===== src/rtl/imd_pkg.sv =====
// Purpose: Shared constants for the input module diagnostic record block
// Assumes: 40 MHz core clock, four input channels
// Notes:   Record byte positions follow the byte order of the diagnostic record
package imd_pkg;
   // ----------------------------------------------------------------------
   // Timing
   // ----------------------------------------------------------------------
   localparam int unsigned TICK_PERIOD_NS = 1000;
   localparam int unsigned CLK_PERIOD_NS  = 25;
   localparam int unsigned TICK_CYC       = TICK_PERIOD_NS / CLK_PERIOD_NS;
   localparam logic [5:0]  TICK_LAST      = 6'(TICK_CYC - 1);

   // ----------------------------------------------------------------------
   // Access forms and addresses
   // ----------------------------------------------------------------------
   localparam logic [1:0]  MODE_RECORD    = 2'h0;
   localparam logic [1:0]  MODE_OBJ_INDEX = 2'h1;
   localparam logic [1:0]  MODE_SUBINDEX  = 2'h2;
   localparam logic [15:0] REC_HEAD       = 16'h0000;
   localparam logic [15:0] REC_FULL       = 16'h0001;
   localparam logic [15:0] OBJ_HEAD       = 16'h2f00;
   localparam logic [15:0] OBJ_FULL       = 16'h2f01;
   localparam logic [15:0] OBJ_SUB_DIAG   = 16'h5005;
   localparam logic [15:0] OBJ_SUB_PROC   = 16'h5000;
   localparam logic [15:0] OBJ_DIAG_EN    = 16'h3100;
   localparam logic [15:0] OBJ_RISE_MASK  = 16'h3105;
   localparam logic [15:0] OBJ_FALL_MASK  = 16'h3106;
   localparam logic [7:0]  SUB_FIRST      = 8'h02;
   localparam logic [7:0]  SUB_LAST_BYTE  = 8'h11;
   localparam logic [7:0]  SUB_DIAG_TS    = 8'h13;
   localparam logic [7:0]  SUB_PROC_TS_HI = 8'h04;
   localparam logic [7:0]  SUB_PROC_TS_LO = 8'h05;

   // ----------------------------------------------------------------------
   // Record layout
   // ----------------------------------------------------------------------
   localparam logic [4:0]  HEAD_LEN       = 5'd4;
   localparam logic [4:0]  REC_LEN        = 5'd20;
   localparam logic [4:0]  BYTE_TS        = 5'd16;
   localparam logic [4:0]  BYTE_LAST      = 5'd19;
   localparam logic [1:0]  TS_LAST_BYTE   = 2'd3;
   localparam int unsigned FAULT_MODULE   = 0;
   localparam int unsigned FAULT_EXTERNAL = 2;
   localparam int unsigned FAULT_CHANNEL  = 3;
   localparam int unsigned INT_OVERFLOW   = 3;
   localparam int unsigned INT_PROC_LOST  = 6;
   localparam logic [7:0]  CLASS_INFO     = 8'h1f;
   localparam logic [7:0]  KIND_DIG_IN    = 8'h70;
   localparam logic [7:0]  BITS_PER_CH    = 8'h00;
   localparam logic [7:0]  CH_COUNT       = 8'h04;
   localparam logic [7:0]  DIAG_EN_ON     = 8'h40;
   localparam logic [7:0]  RESET_BYTE     = 8'h00;

   typedef enum logic [0:0] {
      IMD_DIAG_IDLE   = 1'b0,
      IMD_DIAG_ACTIVE = 1'b1
   } imd_diag_e;
endpackage : imd_pkg


===== src/rtl/imd_diag_record.sv =====
// Purpose: Microsecond ticker, edge interrupts, diagnostic interrupts and record readout
// Assumes: Inputs and fault pins are asynchronous; requests come from core_clk logic
// Notes:   Reads answer one cycle after the request
`timescale 1ns/1ps
module imd_diag_record
   import imd_pkg::*;
(
   input  wire logic        core_clk,
   input  wire logic        rst_n,
   input  wire logic [3:0]  input_channel,
   input  wire logic        module_fault,
   input  wire logic        external_fault,
   input  wire logic        proc_ack,
   input  wire logic        wr_req,
   input  wire logic [15:0] wr_index,
   input  wire logic [7:0]  wr_data,
   input  wire logic        rd_req,
   input  wire logic [1:0]  rd_mode,
   input  wire logic [15:0] rd_addr,
   input  wire logic [7:0]  rd_sub,
   input  wire logic [4:0]  rd_byte,
   output logic             proc_irq,
   output logic [3:0]       proc_edges,
   output logic [3:0]       proc_state,
   output logic [15:0]      process_irq_timestamp,
   output logic             diag_irq_incoming,
   output logic             diag_irq_going,
   output logic             diag_active,
   output logic             rd_valid,
   output logic             rd_error,
   output logic [7:0]       rd_data
);
   // ----------------------------------------------------------------------
   // Record byte selection
   // ----------------------------------------------------------------------
   function automatic logic [7:0] pick(input logic [159:0] rec, input logic [4:0] idx);
      pick = rec[8*(19-idx) +: 8];
   endfunction : pick

   // ----------------------------------------------------------------------
   // Storage
   // ----------------------------------------------------------------------
   logic [5:0]  tick_div;
   logic [31:0] us_count;
   logic [5:0]  sync1;
   logic [5:0]  sync2;
   logic [5:0]  sync3;
   logic [5:0]  clean;
   logic [3:0]  prev_in;
   logic [7:0]  diag_enable;
   logic [3:0]  rising_edge_irq_mask;
   logic [3:0]  falling_edge_irq_mask;
   logic        proc_pending;
   logic [3:0]  lost_edge;
   logic        proc_lost;
   logic        overflow;
   logic [31:0] diag_irq_timestamp;
   imd_diag_e   diag_state;

   // ----------------------------------------------------------------------
   // Decoding
   // ----------------------------------------------------------------------
   wire         tick_hit   = tick_div == TICK_LAST;
   wire [5:0]   next_clean;
   wire [3:0]   rise       = clean[3:0] & ~prev_in;
   wire [3:0]   fall       = ~clean[3:0] & prev_in;
   wire [3:0]   edges      = (rise & rising_edge_irq_mask) | (fall & falling_edge_irq_mask);
   wire         any_edge   = |edges;
   wire         in_window  = diag_state == IMD_DIAG_ACTIVE;
   wire         edge_take  = any_edge & ~in_window & (~proc_pending | proc_ack);
   wire         edge_lose  = any_edge & ~in_window & proc_pending & ~proc_ack;
   wire         edge_drop  = any_edge & in_window;
   wire         diag_on    = diag_enable == DIAG_EN_ON;
   wire         cause      = (|lost_edge) | proc_lost | overflow | clean[4];
   wire         go_in      = ~in_window & cause & diag_on;
   wire         go_out     = in_window & ~cause;

   // Each status byte is built up from zero, so reserved bits can never leak a one
   wire [7:0] fault_byte  = (8'(clean[4]) << FAULT_MODULE)
                          | (8'(clean[5]) << FAULT_EXTERNAL)
                          | (8'(|lost_edge) << FAULT_CHANNEL);
   wire [7:0] intern_byte = (8'(overflow) << INT_OVERFLOW)
                          | (8'(proc_lost) << INT_PROC_LOST);
   wire [7:0] lost_byte   = {4'h0, lost_edge};
   // Fixed bytes are constants, so no write or reset can disturb them
   wire [159:0] record_bits = {fault_byte,
                               CLASS_INFO,
                               RESET_BYTE,
                               intern_byte,
                               KIND_DIG_IN,
                               BITS_PER_CH,
                               CH_COUNT,
                               lost_byte,
                               {8{RESET_BYTE}},
                               diag_irq_timestamp};

   wire rec_head = rd_mode == MODE_RECORD && rd_addr == REC_HEAD && rd_byte < HEAD_LEN;
   wire rec_full = rd_mode == MODE_RECORD && rd_addr == REC_FULL && rd_byte < REC_LEN;
   wire obj_head = rd_mode == MODE_OBJ_INDEX && rd_addr == OBJ_HEAD && rd_byte < HEAD_LEN;
   wire obj_full = rd_mode == MODE_OBJ_INDEX && rd_addr == OBJ_FULL && rd_byte < REC_LEN;
   wire sub_diag = rd_mode == MODE_SUBINDEX && rd_addr == OBJ_SUB_DIAG;
   wire sub_byte = sub_diag && rd_sub >= SUB_FIRST && rd_sub <= SUB_LAST_BYTE;
   wire sub_ts   = sub_diag && rd_sub == SUB_DIAG_TS && rd_byte <= 5'(TS_LAST_BYTE);
   wire sub_proc = rd_mode == MODE_SUBINDEX && rd_addr == OBJ_SUB_PROC
                   && (rd_sub == SUB_PROC_TS_HI || rd_sub == SUB_PROC_TS_LO);
   wire [4:0] sub_idx = 5'(rd_sub - SUB_FIRST);
   wire [4:0] ts_idx  = BYTE_TS + rd_byte;
   wire [7:0] proc_ts_byte = rd_sub == SUB_PROC_TS_HI ? process_irq_timestamp[15:8]
                                                      : process_irq_timestamp[7:0];
   wire       rd_hit  = rec_head | rec_full | obj_head | obj_full | sub_byte | sub_ts | sub_proc;
   wire [7:0] next_rd_data = sub_proc ? proc_ts_byte :
                             sub_byte ? pick(record_bits, sub_idx) :
                             sub_ts   ? pick(record_bits, ts_idx) :
                             rd_hit   ? pick(record_bits, rd_byte) : RESET_BYTE;
   // Reading the last timestamp byte closes a full readout and releases the flags
   wire       read_done = rd_req & ((rec_full | obj_full) & rd_byte == BYTE_LAST
                                    | sub_ts & rd_byte == 5'(TS_LAST_BYTE));

   // ----------------------------------------------------------------------
   // Microsecond ticker
   // ----------------------------------------------------------------------
   // The count wraps by plain overflow and never stops
   always_ff @(posedge core_clk) begin
      if (!rst_n) begin
         tick_div <= 6'h00;
         us_count <= 32'h0000_0000;
      end else begin
         tick_div <= tick_hit ? 6'h00 : tick_div + 6'h01;
         if (tick_hit) begin
            us_count <= us_count + 32'h0000_0001;
         end
      end
   end

   // ----------------------------------------------------------------------
   // Input synchronisers
   // ----------------------------------------------------------------------
   // A change is accepted only once the second and third stages agree
   // Costs four cycles of latency, traded for immunity to metastable glitches
   genvar g;
   generate
      for (g = 0; g < 6; g++) begin : g_sync
         assign next_clean[g] = (sync2[g] == sync3[g]) ? sync3[g] : clean[g];
      end
   endgenerate

   always_ff @(posedge core_clk) begin
      if (!rst_n) begin
         sync1   <= 6'h00;
         sync2   <= 6'h00;
         sync3   <= 6'h00;
         clean   <= 6'h00;
         prev_in <= 4'h0;
      end else begin
         sync1   <= {external_fault, module_fault, input_channel};
         sync2   <= sync1;
         sync3   <= sync2;
         clean   <= next_clean;
         prev_in <= clean[3:0];
      end
   end

   // ----------------------------------------------------------------------
   // Parameter writes
   // ----------------------------------------------------------------------
   // Unknown indices are ignored; any value but 40h leaves diagnostics off
   always_ff @(posedge core_clk) begin
      if (!rst_n) begin
         diag_enable           <= RESET_BYTE;
         rising_edge_irq_mask  <= 4'h0;
         falling_edge_irq_mask <= 4'h0;
      end else if (wr_req) begin
         if (wr_index == OBJ_DIAG_EN) begin
            diag_enable <= wr_data;
         end
         if (wr_index == OBJ_RISE_MASK) begin
            rising_edge_irq_mask <= wr_data[3:0];
         end
         if (wr_index == OBJ_FALL_MASK) begin
            falling_edge_irq_mask <= wr_data[3:0];
         end
      end
   end

   // ----------------------------------------------------------------------
   // Process interrupts
   // ----------------------------------------------------------------------
   // One interrupt is held until acknowledged; a further edge meanwhile is lost
   // Edges inside a diagnostic window are dropped, never queued
   always_ff @(posedge core_clk) begin
      if (!rst_n) begin
         proc_irq              <= 1'b0;
         proc_pending          <= 1'b0;
         proc_edges            <= 4'h0;
         proc_state            <= 4'h0;
         process_irq_timestamp <= 16'h0000;
      end else begin
         proc_irq <= edge_take;
         if (edge_take) begin
            proc_pending          <= 1'b1;
            proc_edges            <= edges;
            proc_state            <= clean[3:0];
            process_irq_timestamp <= us_count[15:0];
         end else if (proc_ack) begin
            proc_pending <= 1'b0;
         end
      end
   end

   // ----------------------------------------------------------------------
   // Diagnostic flags
   // ----------------------------------------------------------------------
   // Setting beats the release by a completed readout in the same cycle
   // Flags live until the last record byte has been read out
   always_ff @(posedge core_clk) begin
      if (!rst_n) begin
         lost_edge <= 4'h0;
         proc_lost <= 1'b0;
         overflow  <= 1'b0;
      end else begin
         lost_edge <= (read_done ? 4'h0 : lost_edge) | (edge_lose ? edges : 4'h0);
         proc_lost <= (proc_lost & ~read_done) | edge_lose;
         overflow  <= (overflow & ~read_done) | edge_drop;
      end
   end

   // ----------------------------------------------------------------------
   // Diagnostic interrupt sequencing
   // ----------------------------------------------------------------------
   // One window at a time; causes arising while it is open only keep it open
   always_ff @(posedge core_clk) begin
      if (!rst_n) begin
         diag_state         <= IMD_DIAG_IDLE;
         diag_irq_incoming  <= 1'b0;
         diag_irq_going     <= 1'b0;
         diag_irq_timestamp <= 32'h0000_0000;
      end else begin
         diag_irq_incoming <= go_in;
         diag_irq_going    <= go_out;
         case (diag_state)
            IMD_DIAG_IDLE: begin
               if (go_in) begin
                  diag_state         <= IMD_DIAG_ACTIVE;
                  diag_irq_timestamp <= us_count;
               end
            end
            IMD_DIAG_ACTIVE: begin
               if (go_out) begin
                  diag_state <= IMD_DIAG_IDLE;
               end
            end
            default: begin
               diag_state <= IMD_DIAG_IDLE;
            end
         endcase
      end
   end

   assign diag_active = in_window;

   // ----------------------------------------------------------------------
   // Record readout
   // ----------------------------------------------------------------------
   // Fixed bytes and reserved areas come from constants in record_bits
   // One byte per request, so a full readout costs twenty requests
   always_ff @(posedge core_clk) begin
      if (!rst_n) begin
         rd_valid <= 1'b0;
         rd_error <= 1'b0;
         rd_data  <= RESET_BYTE;
      end else begin
         rd_valid <= rd_req;
         rd_error <= rd_req & ~rd_hit;
         if (rd_req) begin
            rd_data <= next_rd_data;
         end
      end
   end
endmodule : imd_diag_record


===== config.mk =====
export PLATFORM = sky130hd
export DESIGN_NAME = imd_diag_record
export DESIGN_NICKNAME = d
export VERILOG_FILES = /design/src/rtl/imd_pkg.sv /design/src/rtl/imd_diag_record.sv
export SDC_FILE = /design/constraint.sdc
export NUM_CORES = 1
export LEC_CHECK = 0
export BUFFER_PORTS_ARGS = -buffer_cell sky130_fd_sc_hd__buf_4
export CORE_MARGIN = 2
export CORE_UTILIZATION = 30
export DETAILED_ROUTE_END_ITERATION = 7
export GPL_ROUTABILITY_DRIVEN = 0
export PLACE_DENSITY = 0.49
export SETUP_SLACK_MARGIN = 0.02
export SLEW_MARGIN = 20
export SYNTH_ARGS = -nofsm -noshare
export SYNTH_HDL_FRONTEND = slang
export SYNTH_SLANG_ARGS = --single-unit

===== constraint.sdc =====
create_clock -name core_clk -period 6.65 [get_ports core_clk]
set_input_delay 1.33 -clock core_clk [delete_from_list [all_inputs] [get_ports core_clk]]
set_output_delay 1.33 -clock core_clk [all_outputs]
set_load 0.005 [all_outputs]

## Word-level counts from Yosys, hierarchy flattened

Cells that the tools add are included.
W data, S select, Z words.

- Order comparisons: 5
- Shift-type cells: 3
- $add $sub $neg: 7
- Equal/unequal tests: 23
- Reductions and logical operators: 26
- Bitwise operators: 46
- Muxes and demuxes: 12

Operators with widths:

| kind | count |
|---|---|
| $shiftx A160 B33 Y8 | 3 |
| $eq A16 B14 Y1 const B | 5 |
| $mux W8 | 5 |
| $add A32 B1 Y32 const B | 1 |
| $eq A16 B15 Y1 const B | 2 |
| $sub A5 B5 Y6 const A | 3 |
| $and A4 B4 Y4 | 4 |
| $eq A16 B1 Y1 const B | 1 |
| $eq A8 B3 Y1 const B | 2 |
| $logic_not A16 Y1 | 1 |
| $logic_and A1 B1 Y1 | 15 |
| $and A1 B1 Y1 | 14 |
| $or A1 B1 Y1 | 14 |
| $eq A8 B5 Y1 const B | 1 |
| $eq A8 B7 Y1 const B | 1 |
| $ge A8 B2 Y1 const B | 1 |
| $le A8 B5 Y1 const B | 1 |
| $mux W4 | 2 |
| $not A4 Y4 | 2 |
| $or A4 B4 Y4 | 2 |
| $reduce_and A2 Y1 | 4 |
| $reduce_or A4 Y1 | 2 |
| $not A1 Y1 | 7 |
| $or A4 B7 Y7 | 1 |
| other kinds (20) | 28 |

- Output and inout bits: 38
- Register bits after elaboration: 159
- Input port bits: 66
- Word-level logic and storage cells: 152

## Longest topological paths before layout

Gate-level depths: netlist (run 1).

- Depth in word-level cells: 13
- Mapped depth: 13
- Mapped depth without buffers: 11

## Least setup slack after synthesis (run 1)

OpenSTA, ideal clock, no wires.

- Path kind: input to register
- Start point: input rd_sub[1]
- End point: register rd_data[3]
- Arrival time: 3.876 ns
- Setup slack: 2.715 ns
- Data required time: 6.591 ns
- Stages: 13
- Setup time: 0.059 ns
- Path buffers: 2
- Cell sequence: buf_2 clkinv_1 ha_1 xnor2_1 ha_1 xor2_2 xnor2_1 clkbuf_1 nand2_1 a2111oi_0 a311oi_1 o221ai_1 a22o_1

- Cells in the longest elaborated chain, start to end: 10
- Elaborated cells on any way between the ends: 22
- Those cells by class: add/sub (2); order compare (2); eq/ne (3); shift (1); mux (5); bitwise (3); reduce/logical (6)

RTL lines:

| what | line | text |
|---|---|---|
| start: declaration | imd_diag_record.sv:20 | `input wire logic [7:0] rd_sub,` |
| parallel branches: the longest is 9 deep, another holds $sub A5 B5 Y6 | - |  |
| $mux W8 * | imd_diag_record.sv:111 | `wire [7:0] next_rd_data = sub_proc ? proc_ts_byte :` |
| end signal: assignment | imd_diag_record.sv:275 | `rd_data <= next_rd_data;` |
| end: declaration | imd_diag_record.sv:31 | `output logic [7:0] rd_data` |

Every way passes the cells marked *.
A chain may end at the register's enable or synchronous reset.

## Final worst setup path (run 1)

Same ends and word-level chain as after synthesis.

==> impl_metrics.ini, run 1 <==
[run_status]
status = finished, final reports clean

[global_route]
grt_pass1_vias = 6799
grt_max_degree = 125
antenna_found_initial = 0
grt_pass1_wl_um = 36460
grt_usage = 0.1626
overflow = 0

[clock_tree]
numCtsBuffers = 17
cts-resized-gates = 0
clockBufferDepth = 2
h-tree-depth = 4
cts.sinks = 159
cts_hold_buffers = 0
clk_latency_ns = 0.43
cts_setup_buffers = 0
cts_tree = done
cts_root_buffer = clkbuf_16
clk_pin_slew_ns = 0.07

[synthesis]
synthAdderAreaFrac = 0.01075
synth_compound_area_frac = 0.1767
yosysWarningCount = 0
yosys.area_share.simple = 0.2835
ys_types = 76
synth-main-ff-cell = dfxtp_1
async_flop_share = 0
syn-instance-count = 953
ys_seq_elements = 159
ys_seq_area_frac = 0.3905
synth_top_family_by_area = simple AND/OR/NAND/NOR gates
synth_area_um2 = 8150
synth-xor-area-share = 0.02886
avgSynthCellArea_um2 = 8.552
synth_fp_nets = 1026
synth_edf_count = 0
synth_mux_area_frac = 0.06862

[final_layout]
nets = 1094
drive_gt1_frac = 0.1705
num_antenna_cells = 0
area_delta_synth_final_pct = 18.99

[power]
seq_power_share = 0.460
power_frac_comb = 0.075
p_leak_nw = 3.517
p_per_area_nw_per_um2 = 215.4
power.internal_mw = 1.584
peakVddDrop_uv = 124.2
fin_total_pwr_mw = 2.089
power_switching_mw = 0.5055
swShare = 0.2420
power.share.clock = 0.464

[run]
maxCapViolCount = 0

[floorplanning]
die_area_um2 = 28500
fp-row-count = 60
dieHeight_um = 168.8
io-pin-count = 104
start_util = 0.3041
coreArea_um2 = 26800
die_w_um = 168.8

[drt]
drtAntennaViolNets = 0
post_drt_wl_per_cell_um = 16.67
first_iter_violations = 464
first_pass_iters = 7
drc = 0
wl_um = 22880
vias_per_cell = 5.133
routed-via-count = 7048

[timing]
worst_pin_slew_ns = 1.013
grt_setup_unrepaired = no
setup_tns_ns = 0
relSlewSlack = 0.3248
fin_crit_sh = 0.6381
max_freq_mhz = 235.7
fin_crit_ns = 4.243
finalSetupViolCount = 0
drv_slew = 0
hold_violations = 0
finalClockSkew_ns = 0.01486

[worst_setup_path]
cp-end-kind = register
worstSetupPathType = primary input to register
cp.required_ns = 6.97
cp.arrival_ns = 4.57
crit_fanout = 21
worstSetupStartpointType = primary input

[worst_hold_path]
hp-class = register to register

[placement]
hpwlAfterDp_um = 16730
numPortBuffers = 103
## layout by cell type, fill, tap and decap left out, types with 9 or more instances in the layout
cell | synthesis | final
dfxtp_1 | 159 | 159
a21boi_0 | 68 | 68
nor4_1 | 13 | 12
a21oi_1 | 30 | 30
nand3_1 | 25 | 25
inv_1 | 18 | 18
buf_4 | 2 | 106
and3_1 | 9 | 9
mux4_2 | 10 | 10
mux2i_1 | 30 | 30
nor3_1 | 14 | 14
clkbuf_16 | 0 | 17
or3_1 | 18 | 18
o22ai_1 | 10 | 10
nor2b_1 | 38 | 38
xnor2_1 | 19 | 19
nor2_1 | 39 | 39
o21ai_0 | 36 | 36
and2_1 | 46 | 45
nand2_1 | 174 | 174
## path summary, 6_finish.rpt
| kind | cells after the start | slack, ns | to | start |
|---|---|---|---|---|
| max reg2reg | 7 | 4.21 | us_count[31]$_SDFFE_PN0P_ | us_count[3]$_SDFFE_PN0P_ |
| min | 1 | 0.43 | sync2[2]$_SDFF_PN0_ | sync1[2]$_SDFF_PN0_ |
| min reg2reg | 1 | 0.43 | sync2[2]$_SDFF_PN0_ | sync1[2]$_SDFF_PN0_ |
| max | 12 | 2.41 | rd_data[3]$_SDFFE_PN0P_ | rd_sub[1] |
## power groups by stage
stage	sequential, mW	combinational (mW)	clock, mW
after CTS	0.962	0.158	1.00
after floorplan	0.983	0.0995	0
final	0.962	0.158	0.970
after global placement	0.983	0.158	0
after detailed placement	0.983	0.157	0
after global routing	0.962	0.172	1.04
## registers in the layout (all words and copies together) (netlist names), 4 cells and up
name	cells
diag_irq_timestamp	32
us_count	32
process_irq_timestamp	16
diag_enable	8
rd_data	8
clean	6
sync1	6
sync2	6
sync3	6
tick_div	6
falling_edge_irq_mask	4
lost_edge	4
prev_in	4
proc_edges	4
proc_state	4
rising_edge_irq_mask	4
## critical path, cell delays in order
cell and delay, ns:
buf_4 0.25, clkinv_1 0.27, ha_1 0.31, xnor2_1 0.32, ha_1 0.33, xor2_2 0.14, xnor2_1 0.67, or3_1 0.21
a2111oi_0 0.08, a311oi_1 0.25, o221ai_1 0.16, a22o_1 0.22
## layout make-up
class | count | area (µm²)
Clock buffer | 17 | 425.4
Clock inverter | 13 | 155.1
Fill cell | 2780 | 17100
Inverter | 19 | 71.32
Multi-Input combinational cell | 718 | 4641
Sequential cell | 159 | 3183
Tap cell | 341 | 426.7
Timing Repair Buffer | 106 | 795.8
## metrics by stage
stage	instances	hold slack, ns	instance area, µm²	utilization	setup slack (ns)
global placement	1343	0.4208	9116	0.3401	2.123
global route	1373	0.4544	9698	0.3619	2.182
finish	1373	0.4343	9698	0.3619	2.407
floorplan	953	0.4119	8150	-	2.715
CTS	1373	0.4387	9697	0.3618	2.458
detailed placement	1343	0.4224	9116	0.3401	2.036
## layer usage
metal	routed length, µm	share of wire	track usage	vias up
met5	0	0	0	-
met4	650	0.028	0.06484	0
met3	954	0.042	0.02899	38
met2	10740	0.47	0.2717	152
met1	10540	0.46	0.2081	3335
li1	-	-	-	3523
## cells by family after synthesis
group,Yosys count
AOI/OAI and AO/OA,211
xor gates and xnor gates,26
adders and majority gates,7
buffers and inverters,76
DFF,159
muxes,43
and+or+nand+nor,431
## synthesized netlist by cell type (5+ instances only)
cell      number  area share
nand2_1      174       0.080
dfxtp_1      159        0.39
a21boi_0      68       0.063
and2_1        46       0.035
clkbuf_1      41       0.019
nor2_1        39       0.018
nor2b_1       38       0.029
o21ai_0       36       0.022
a21oi_1       30       0.018
mux2i_1       30       0.037
nand3_1       25       0.015
xnor2_1       19       0.020
inv_1         18      0.0083
or3_1         18       0.014
nor3_1        14      0.0086
nor4_1        13       0.010
mux4_2        10       0.028
o22ai_1       10      0.0077
and3_1         9      0.0069
buf_2          9      0.0055
a21boi_1       8      0.0074
nand4_1        8      0.0061
a22oi_1        7      0.0064
a31oi_1        7      0.0054
ha_1           7       0.011
xor2_1         6      0.0064
a22o_1         5      0.0054
nor3b_1        5      0.0046
or4_1          5      0.0046
No activity file was read; power rests on OpenSTA's default activity.
==> inputs of run 2 (changes only) <==
--- a/config.mk
+++ b/config.mk
@@ -10,7 +10,7 @@
 export CORE_UTILIZATION = 30
 export DETAILED_ROUTE_END_ITERATION = 7
 export GPL_ROUTABILITY_DRIVEN = 0
-export PLACE_DENSITY = 0.49
+export PLACE_DENSITY = 0.51
 export SETUP_SLACK_MARGIN = 0.02
 export SLEW_MARGIN = 20
 export SYNTH_ARGS = -nofsm -noshare
==> constraint.sdc (replaced) <==
create_clock -name core_clk -period 3.5 [get_ports core_clk]
set_input_delay 0.7 -clock core_clk [delete_from_list [all_inputs] [get_ports core_clk]]
set_output_delay 0.7 -clock core_clk [all_outputs]
set_load 0.005 [all_outputs]
==> impl_metrics.ini, run 2 (same netlist as run 1, synthesis figures left out) <==
[run_status]
status = finished, final reports clean

[timing]
whs_ns = 0.4333
finalSetupViolCount = 0
relSlewSlack = 0.5690
fin_crit_sh = 0.8002
grt_setup_unrepaired = no
fin_crit_ns = 2.801
hold_violations = 0
drv_slew = 0
worst_pin_slew_ns = 0.6465
setup_tns_ns = 0
max_freq_mhz = 357.1
finalClockSkew_ns = 0.01394

[clock_tree]
numCtsBuffers = 17
cts_root_buffer = clkbuf_16
clk_pin_slew_ns = 0.07
clk_latency_ns = 0.43
cts_tree = done
cts.sinks = 159
h-tree-depth = 4
clockBufferDepth = 2
cts_setup_buffers = 0
cts_hold_buffers = 0
cts-resized-gates = 0

[drt]
wl_um = 22870
first_iter_violations = 400
post_drt_wl_per_cell_um = 16.44
routed-via-count = 7072
drtAntennaViolNets = 0
vias_per_cell = 5.084
drc = 0
first_pass_iters = 5

[placement]
dp.cells = 1359
hpwlAfterDp_um = 16420
numPortBuffers = 103
placed_cell_area_um2 = 9249

[worst_setup_path]
crit_fanout = 9
cp.required_ns = 3.87
crit_chain = buf_4 > inv_1 > ha_1 > xnor2_1 > ha_1 > xor2_2 > xnor2_1 > or3_1 > a2111oi_0 > a311oi_1 > o221ai_1 > a22o_1
cp.arrival_ns = 3.17
crit-reg2reg-launch = us_count[3]$_SDFFE_PN0P_
startpoint = rd_sub[2]
max_stage_delay_ns = 0.40
worstSetupStartpointType = primary input
crit_path_top_delay_cell = a2111oi_0
worstSetupPathType = primary input to register
cp-end-kind = register

[run]
maxCapViolCount = 0

[floorplanning]
die_area_um2 = 28500
io-pin-count = 104
dieHeight_um = 168.8
fp-row-count = 60
die_w_um = 168.8
coreArea_um2 = 26800
start_util = 0.3041

[final_layout]
multi_input_comb_area_um2 = 4639
num_antenna_cells = 0
largest_registers = diag_irq_timestamp x32, us_count x32, process_irq_timestamp x16
area_delta_synth_final_pct = 21.09
drive_gt1_frac = 0.1829
layout.area.seq_um2 = 3183
instances_no_fill = 1391
design_area_um2 = 9869
n_fill_cell = 2802
nets = 1110
final_common_cell = nand2_1
final_util = 0.3683
final_cell_mix = nand2_1 (174), dfxtp_1 (159), buf_4 (121)

[power]
peakVddDrop_uv = 204.5
power_frac_comb = 0.077
swShare = 0.2408
seq_power_share = 0.445
p_leak_nw = 3.621
power.internal_mw = 3.120
power_switching_mw = 0.9896
p_per_area_nw_per_um2 = 416.4
power.share.clock = 0.478

[worst_hold_path]
hp-class = register to register
min_from = sync1[0]$_SDFF_PN0_

[global_route]
grt_usage = 0.1635
grt_max_degree = 147
grt_pass1_vias = 6783
overflow = 0
grt_pass1_wl_um = 37030
antenna_found_initial = 0
## run 2: cell count changes in the layout (fill, tap and decap cells not counted), sizes merged
cell      before  now
buf          106  122
clkbuf        17   19
clkinv         3    5
inv           24   22
bufinv         2    3
clkinvlp       3    2
## run 2: worst paths after layout
path | endpoint | slack, ns | depth (start not counted)
max | rd_data[3]$_SDFFE_PN0P_ | 0.70 | 12
min | sync2[0]$_SDFF_PN0_ | 0.43 | 1
max reg2reg | us_count[26]$_SDFFE_PN0P_ | 1.10 | 6
min reg2reg | sync2[0]$_SDFF_PN0_ | 0.43 | 1
## run 2: power groups by stage
| stage | clock network (mW) | registers, mW | logic [mW] |
|---|---|---|---|
| final | 1.97 | 1.83 | 0.317 |
| after global routing | 2.10 | 1.83 | 0.346 |
| after CTS | 2.01 | 1.83 | 0.314 |
| after detailed placement | 0 | 1.87 | 0.313 |
| after global placement | 0 | 1.87 | 0.314 |
| after floorplan | 0 | 1.87 | 0.189 |
## run 2: final cells by class
class	count	area share
timing repair buffer	122	0.09407
sequential	159	0.3225
clock buffer	19	0.04488
inverter	19	0.007226
multi-input combinational	718	0.4701
tap	341	0.04323
clock inverter	13	0.01800
## run 2: metrics by stage
step           setup WS (ns)  total power [mW]
6_report              0.6994             4.109
5_1_grt               0.4779             4.272
4_1_cts               0.7264             4.150
3_5_place_dp          0.2875             2.181
3_3_place_gp          0.3492             2.182
2_1_floorplan         0.1955             2.056
## run 2: critical path: cells and delay by family
family	cells	cell delay (ns)
AND/OR/NAND/NOR	1	0.39
buffers and inverters	2	0.22
AO/OA/AOI/OAI	4	0.73
adder cells (fa/ha/maj)	2	0.50
XOR/XNOR	3	0.62
## run 2: per-layer routing
layer / up-vias / GRT usage / routed length, µm
li1: 3540 / - / -
met1: 3363 / 0.2221 / 10820
met2: 144 / 0.2646 / 10720
met3: 25 / 0.02829 / 933
met4: 0 / 0.05172 / 403
met5: - / 0 / 0
